===== config.mk =====
export PLATFORM = sky130hd
export DESIGN_NAME = ccr_regs
export DESIGN_NICKNAME = d
export VERILOG_FILES = /design/src/hw/ccr_pkg.sv /design/src/hw/ccr_regs.sv /design/src/hw/ccr_field_reg.sv /design/src/hw/ccr_apb_decode.sv
export SDC_FILE = /design/constraint.sdc
export NUM_CORES = 1
export LEC_CHECK = 0
export BUFFER_PORTS_ARGS = -buffer_cell sky130_fd_sc_hd__buf_2
export CORE_UTILIZATION = 30
export CTS_BUF_LIST = sky130_fd_sc_hd__clkbuf_4 sky130_fd_sc_hd__clkbuf_8 sky130_fd_sc_hd__clkbuf_16
export CTS_CLUSTER_DIAMETER = 200
export DETAILED_ROUTE_END_ITERATION = 10
export HOLD_SLACK_MARGIN = 0.1
export PLACE_DENSITY_LB_ADDON = 0.15
export RECOVER_POWER = 100
export SLEW_MARGIN = 20
export SYNTH_ARGS = -nofsm -noshare
export SYNTH_HDL_FRONTEND = slang
export SYNTH_HIERARCHICAL = 1
export SYNTH_SLANG_ARGS = --single-unit

===== constraint.sdc =====
create_clock -name pclk -period 4.7 [get_ports pclk]
set_clock_uncertainty 0.15 [all_clocks]
set_input_delay 1.41 -clock pclk [delete_from_list [all_inputs] [get_ports pclk]]
set_output_delay 1.41 -clock pclk [all_outputs]
set_load 0.1 [all_outputs]

===== src/hw/ccr_pkg.sv =====
// shared constants and types for the channel calibration register bank
package ccr_pkg;

  // bus and map geometry
  localparam int NREG   = 6;
  localparam int ADDR_W = 8;
  localparam int IDX_W  = 6;
  localparam int DATA_W = 32;
  localparam int REG_W  = 16;

  // register indexes; byte address is four times the index
  localparam logic [IDX_W-1:0] IDX_THRESH_LO = 6'h08;
  localparam logic [IDX_W-1:0] IDX_OFS_HI    = 6'h0A;
  localparam logic [IDX_W-1:0] IDX_OFS_LO    = 6'h0B;
  localparam logic [IDX_W-1:0] IDX_GAIN_HI   = 6'h0C;
  localparam logic [IDX_W-1:0] IDX_GAIN_LO   = 6'h0D;
  localparam logic [IDX_W-1:0] IDX_CH1_CONFIG   = 6'h0E;

  // slot numbers inside the bank
  localparam int SLOT_THRESH = 0;
  localparam int SLOT_OFS_HI = 1;
  localparam int SLOT_OFS_LO = 2;
  localparam int SLOT_GAIN_HI = 3;
  localparam int SLOT_GAIN_LO = 4;
  localparam int SLOT_CH1    = 5;

  // reset values
  localparam logic [REG_W-1:0] RST_THRESH  = 16'h0000;
  localparam logic [REG_W-1:0] RST_OFS_HI  = 16'h0000;
  localparam logic [REG_W-1:0] RST_OFS_LO  = 16'h0000;
  localparam logic [REG_W-1:0] RST_GAIN_HI = 16'h8000;
  localparam logic [REG_W-1:0] RST_GAIN_LO = 16'h0000;
  localparam logic [REG_W-1:0] RST_CH1     = 16'h0000;

  // writable bits; all others are reserved and read zero
  localparam logic [REG_W-1:0] WM_THRESH = 16'h000F;
  localparam logic [REG_W-1:0] WM_FULL   = 16'hFFFF;
  localparam logic [REG_W-1:0] WM_LOW8   = 16'hFF00;
  localparam logic [REG_W-1:0] WM_CH1    = 16'hFFC7;

  localparam logic [NREG-1:0][IDX_W-1:0] REG_IDX = {IDX_CH1_CONFIG, IDX_GAIN_LO,
    IDX_GAIN_HI, IDX_OFS_LO, IDX_OFS_HI, IDX_THRESH_LO};
  localparam logic [NREG-1:0][REG_W-1:0] REG_RST = {RST_CH1, RST_GAIN_LO,
    RST_GAIN_HI, RST_OFS_LO, RST_OFS_HI, RST_THRESH};
  localparam logic [NREG-1:0][REG_W-1:0] REG_WM = {WM_CH1, WM_LOW8,
    WM_FULL, WM_LOW8, WM_FULL, WM_THRESH};

  // field positions
  localparam int LOW8_MSB  = 15;
  localparam int LOW8_LSB  = 8;
  localparam int PHASE_MSB = 15;
  localparam int PHASE_LSB = 6;
  localparam int DCOFF_BIT = 2;
  localparam int MUX_MSB   = 1;
  localparam int MUX_LSB   = 0;
  localparam int DCB_MSB   = 3;
  localparam int DCB_LSB   = 0;
  localparam logic [3:0] DCB_NONE = 4'h0;

  typedef enum logic [1:0] {
    CCR_IN_PINS    = 2'h0,
    CCR_IN_SHORTED = 2'h1,
    CCR_IN_POS_TST = 2'h2,
    CCR_IN_NEG_TST = 2'h3
  } ccr_insel_t;

endpackage : ccr_pkg


===== src/hw/ccr_regs.sv =====
// channel calibration register bank with its APB slave
`timescale 1ns/1ps
module ccr_regs (
  input  wire logic                        pclk,
  input  wire logic                        presetn,
  input  wire logic                        psel,
  input  wire logic                        penable,
  input  wire logic                        pwrite,
  input  wire logic [ccr_pkg::ADDR_W-1:0]  paddr,
  input  wire logic [ccr_pkg::DATA_W-1:0]  pwdata,
  input  wire logic [3:0]                  pstrb,
  output logic                             pready,
  output logic      [ccr_pkg::DATA_W-1:0]  prdata,
  output logic                             pslverr,
  output logic signed [23:0]               ch0_offset,
  output logic      [23:0]                 ch0_gain,
  output logic signed [9:0]                ch1_phase_delay,
  output logic                             ch1_dc_block_off,
  output ccr_pkg::ccr_insel_t              ch1_input_select,
  output logic      [3:0]                  global_dc_block_setting,
  output logic      [3:0]                  ch1_dc_block_eff
);
  import ccr_pkg::*;

  typedef struct packed {
    logic [DATA_W-1:0] rdata;
    logic [3:0]        dc_eff;
  } ccr_state_t;

  ccr_state_t                st_reg;
  ccr_state_t                st_next;
  logic [NREG-1:0]           hit;
  logic                      miss;
  logic                      setup_ph;
  logic                      access_ph;
  logic                      wr_go;
  logic [NREG-1:0][REG_W-1:0] q;
  logic [REG_W-1:0]          rd_word;

  // bus phases
  assign setup_ph  = psel & ~penable;
  assign access_ph = psel & penable;
  assign wr_go     = access_ph & pwrite & ~miss;

  ccr_apb_decode u_dec (
    .paddr (paddr),
    .hit   (hit),
    .miss  (miss)
  );

  // one storage register per slot, reserved bits masked off
  for (genvar i = 0; i < NREG; i++) begin : g_reg
    ccr_field_reg #(
      .RST   (REG_RST[i]),
      .WMASK (REG_WM[i])
    ) u_reg (
      .pclk    (pclk),
      .presetn (presetn),
      .wr_en   (wr_go & hit[i]),
      .wr_data (pwdata[REG_W-1:0]),
      .byte_en (pstrb[1:0]),
      .q       (q[i])
    );
  end

  // read mux; unmapped reads give zero
  always_comb begin
    rd_word = '0;
    for (int i = 0; i < NREG; i++) begin
      if (hit[i]) begin
        rd_word = q[i];
      end
    end
  end

  // read data captured in setup, effective dc filter tracked
  always_comb begin
    st_next = st_reg;
    if (setup_ph && !pwrite) begin
      st_next.rdata = {16'h0000, rd_word};
    end
    if (q[SLOT_CH1][DCOFF_BIT]) begin
      st_next.dc_eff = DCB_NONE;
    end else begin
      st_next.dc_eff = q[SLOT_THRESH][DCB_MSB:DCB_LSB];
    end
  end

  // state registers
  always_ff @(posedge pclk or negedge presetn) begin
    if (!presetn) begin
      st_reg.rdata  <= '0;
      st_reg.dc_eff <= DCB_NONE;
    end else begin
      st_reg <= st_next;
    end
  end

  // bus answers: zero wait, error on unmapped address
  assign pready  = 1'b1;
  assign pslverr = access_ph & miss;
  assign prdata  = st_reg.rdata;

  // datapath views of the fields
  assign ch0_offset = {q[SLOT_OFS_HI],
                       q[SLOT_OFS_LO][LOW8_MSB:LOW8_LSB]};
  assign ch0_gain   = {q[SLOT_GAIN_HI],
                       q[SLOT_GAIN_LO][LOW8_MSB:LOW8_LSB]};
  assign ch1_phase_delay  = q[SLOT_CH1][PHASE_MSB:PHASE_LSB];
  assign ch1_dc_block_off = q[SLOT_CH1][DCOFF_BIT];
  assign ch1_input_select = ccr_insel_t'(q[SLOT_CH1][MUX_MSB:MUX_LSB]);
  assign global_dc_block_setting = q[SLOT_THRESH][DCB_MSB:DCB_LSB];
  assign ch1_dc_block_eff = st_reg.dc_eff;

  // helper: high in the first cycle after reset release
  logic first_reg;
  always_ff @(posedge pclk or negedge presetn) begin
    if (!presetn) begin
      first_reg <= 1'b1;
    end else begin
      first_reg <= 1'b0;
    end
  end

  // helper: full-lane write to a given index
  logic wr_full;
  assign wr_full = wr_go & (pstrb[1:0] == 2'h3);
endmodule : ccr_regs


===== src/hw/ccr_field_reg.sv =====
// one 16-bit register with byte-lane writes and fixed writable mask
`timescale 1ns/1ps
module ccr_field_reg #(
  parameter logic [15:0] RST   = 16'h0000,
  parameter logic [15:0] WMASK = 16'hFFFF
) (
  input  wire logic        pclk,
  input  wire logic        presetn,
  input  wire logic        wr_en,
  input  wire logic [15:0] wr_data,
  input  wire logic [1:0]  byte_en,
  output logic      [15:0] q
);
  import ccr_pkg::*;

  typedef struct packed {
    logic [15:0] val;
  } ccr_fr_state_t;

  ccr_fr_state_t st_reg;
  ccr_fr_state_t st_next;
  logic [15:0]   lane_mask;

  // merge written lanes, reserved bits never change
  always_comb begin
    st_next   = st_reg;
    lane_mask = WMASK & {{8{byte_en[1]}}, {8{byte_en[0]}}};
    if (wr_en) begin
      st_next.val = (st_reg.val & ~lane_mask) | (wr_data & lane_mask);
    end
  end

  // storage
  always_ff @(posedge pclk or negedge presetn) begin
    if (!presetn) begin
      st_reg.val <= RST;
    end else begin
      st_reg <= st_next;
    end
  end

  assign q = st_reg.val;
endmodule : ccr_field_reg


===== src/hw/ccr_apb_decode.sv =====
// address decode of the register bank
`timescale 1ns/1ps
module ccr_apb_decode (
  input  wire logic [ccr_pkg::ADDR_W-1:0] paddr,
  output logic      [ccr_pkg::NREG-1:0]   hit,
  output logic                            miss
);
  import ccr_pkg::*;

  // one comparator per register; unaligned never hits
  for (genvar i = 0; i < NREG; i++) begin : g_hit
    assign hit[i] = (paddr[ADDR_W-1:2] == REG_IDX[i]) && (paddr[1:0] == 2'h0);
  end

  assign miss = ~|hit;
endmodule : ccr_apb_decode


==> summary by stage <==
Floorplan
The floorplan has 45 rows. The area of the placeable core is 15,300 sq um. The die covers 16,200 sq um. The overall die height is 127 um. The initial utilization of the core area, before any placement, comes to 0.309. The die span in x is 127 um. During I/O placement, the number of pins put on the boundary was 152.

GRT
Entering global routing, the biggest net connects 71 pins. Global routing finished with a remaining overflow of 0. After global routing, the most crowded layer is met2. For this run, global-route usage on met1 was measured as 0.227. The initial antenna violation count is 2. For this run, the total global-route usage over all layers was measured as 0.168. For this run, global-route usage on met2 was measured as 0.265. The via count of the first global-routing pass is 3,374. For this run, global-route usage on met3 was measured as 0.0343. The wire length of the first global-routing pass is 20.1 mm.

Outcome
The final reports fail on max-capacitance violations, max-slew violations. The flow ran to the end, but the final reports show violations.

Logic synthesis
The fraction of registers with async set or reset after synthesis is 1.00. The post-synthesis cell type with the largest combined area is sky130_fd_sc_hd__dfrtp_1. The post-synthesis instance area is 4710 sq um. The count of state elements after synthesis is 85.

The number of enable-type register cells in the synthesized netlist is 0. After synthesis, the mean cell area works out to 11.5 sq um. Of the post-synthesis cell area, the dominant cell type holds 0.446. In the post-synthesis netlist, the biggest area contributors are sky130_fd_sc_hd__dfrtp_1, sky130_fd_sc_hd__mux2_2, sky130_fd_sc_hd__buf_4. In the post-synthesis netlist, the cell with the most instances is sky130_fd_sc_hd__dfrtp_1.

Sorting the synthesized cells by how often they occur yields sky130_fd_sc_hd__dfrtp_1, sky130_fd_sc_hd__mux2_2, sky130_fd_sc_hd__buf_4. The post-synthesis cell count is 409. Yosys printed 6 warnings. The proportion of synthesized chip area in sequential cells is 0.451. The most common flop cell mapped by yosys is sky130_fd_sc_hd__dfrtp_1.

The count of unique library cells instantiated by Yosys is 38.

Power
The leakage power figure is 0.00265 uW. Overall power consumption after layout is estimated at 1680 uW. Of the total power, combinational logic draws 0.086.

Summed over all nets, the switching power comes to 419 uW. For this design the ratio of total power to cell area is 303 nW/um^2. The share of total power dissipated in sequential elements is 0.437. Of the total power, the share spent switching nets is 0.249. The internal portion of total power is 1260 uW.

Of the total power, the clock network draws 0.478. IR analysis of the VDD net gives a maximum drop of 134 uV.

STA
Setup violations remaining at the end of the flow were counted as 0. The worst-case headroom to the max-slew limit is -0.241. Dividing the final minimum period by the clock period gives 0.947. The count of final hold-check violations is 0. The slew at the pin closest to its max-slew limit is 1.86 ns. The number of max-slew violations in the final report is 105.

The final total negative setup slack is 0 ns. Based on the critical path, the design can be clocked at up to 0.225 GHz. Setup repair after global routing left no endpoint under its margin. The post-route minimum period is 4.45 ns.

The setup slack after layout is 0.247 ns.

Route
The final routed DRC violation total is 0. The first TritonRoute pass finished after 5 iterations. The number of nets with antenna violations after routing is 0. The total wire length after detailed routing is 13.3 mm. For this block, the initial DRC count from the detailed router was 159.

After detailed routing, the number of vias per cell comes to 4.68. The count of vias placed by the detailed router is 3,462. The average routed wire per standard cell is 17.9 um.

Setup path
The number of cell instances on the worst register-to-register path is 3. The critical path endpoint category is an output pin. STA puts the critical path data arrival time at 2.89 ns. Of all nets on the critical path, the largest fanout is 2. The sort of element at the start of the critical path is an input pin. The path type of the worst setup path is in -> out. STA puts the critical path data required time at 3.14 ns.

Layout
The number of nets in the layout is 571. The proportion of layout cells with a drive suffix above 1 is 0.256. The area of combinational cells with multiple inputs is 2250 sq um.

The sequential cell area is 2130 sq um. The layout has 1,582 filler cells. The count of placed standard cells in the final layout, fillers left out is 739. Relative to the synthesized area, the layout overhead comes to 17.9%.

Place
The routability congestion estimate is 0.746. Including well taps, the total number of placed cells is 722. Detailed placement finished with a half-perimeter wire length of 8.93 mm. Input and output buffers added on the ports amount to 116. Before CTS, the worst setup slack after placement is 0.340 ns.

Job
Max-cap violations in this run came to 2.

Clock tree
The number of setup buffers added after CTS is 0. After clock tree synthesis, the clock-pin slew on the worst setup and hold paths is 0.06 ns. The CTS tree is yes. The cell at the root of the clock tree is sky130_fd_sc_hd__clkbuf_16.

The count of H-tree levels built during CTS is 3. The count of hold-fix buffers inserted at cts is 0. The post-cts sizing count is 0.

The number of buffers inserted during clock tree synthesis is 9. The clock latency of the later-clocked register in the worst-skew pair is 0.34 ns. The clock drives 85 sinks. In this run the deepest clock path goes through 2 buffers.

Hold path
The min-delay analysis places its worst path in the category reg -> reg. The hold path depth is 2.
## per-stage QoR
stage	cell area (sq um)	hold slack, ns	util
floorplan	4870	0.713	-
global placement	5390	0.341	0.353
detailed placement	5390	0.344	0.353
CTS	5730	0.358	0.375
global route	5560	0.390	0.364
finish	5560	0.357	0.364
## critical path: stages
cell and delay (ns):
sky130_fd_sc_hd__buf_2 0.09, sky130_fd_sc_hd__or4_1 0.55, sky130_fd_sc_hd__a311o_1 0.30, sky130_fd_sc_hd__and3_1 0.18, sky130_fd_sc_hd__clkbuf_2 0.36
## metal layers
layer | wire length (um) | vias up
li1 | - | 1620
met4 | 221 | 2
met5 | 17 | -
met3 | 610 | 19
met2 | 6160 | 105
met1 | 6250 | 1716
## cell usage in the layout (no fill, tap or decap), types with 12 or more instances in the layout
cell type / instances
sky130_fd_sc_hd__clkbuf_1: 88
sky130_fd_sc_hd__dfrtp_1: 84
sky130_fd_sc_hd__mux2_2: 61
sky130_fd_sc_hd__conb_1: 48
sky130_fd_sc_hd__buf_2: 29
sky130_fd_sc_hd__nand2b_1: 18
sky130_fd_sc_hd__a211o_1: 16
sky130_fd_sc_hd__a221oi_1: 16
sky130_fd_sc_hd__a21oi_1: 16
sky130_fd_sc_hd__and2_1: 16
sky130_fd_sc_hd__mux2i_1: 16
sky130_fd_sc_hd__o31ai_1: 14
sky130_fd_sc_hd__or3b_1: 12
## cell type report
cell class                 count  area share
timing repair buffer         130       0.102
inverter                       3     0.00203
clock buffer                  13      0.0482
clock inverter                 3      0.0124
antenna                        1    0.000450
sequential                    85       0.383
tap                          211      0.0475
multi-input combinational    293       0.404
## worst paths after layout
check                                       from                         end  slack [ns]
max in group asynchronous                presetn  asynchronous set/reset pin        1.73
hold / removal             prdata[0]$_DFFE_PN0P_       prdata[0]$_DFFE_PN0P_        0.36
setup / recovery                        paddr[7]                     pslverr        0.25
min in group asynchronous                presetn       prdata[6]$_DFFE_PN0P_        1.43
setup reg to reg                       flip-flop      prdata[14]$_DFFE_PN0P_        3.30
hold reg to reg            prdata[0]$_DFFE_PN0P_       prdata[0]$_DFFE_PN0P_        0.36
## power groups by stage
| stage | logic (uW) | clock network (uW) | registers, uW |
|---|---|---|---|
| floorplan | 114 | 0 | 762 |
| global placement | 146 | 0 | 748 |
| detailed placement | 147 | 0 | 748 |
| CTS | 148 | 827 | 734 |
| global route | 155 | 853 | 734 |
| finish | 144 | 804 | 735 |
## cell families after synthesis
logic type             share of synthesized area
AOI/OAI and AO/OA                          0.123
buffers and inverters                      0.105
DFF                                        0.451
muxes                                      0.192
other                                    0.00478
and+or+nand+nor                            0.123
Power figures use the tool's default switching activity.
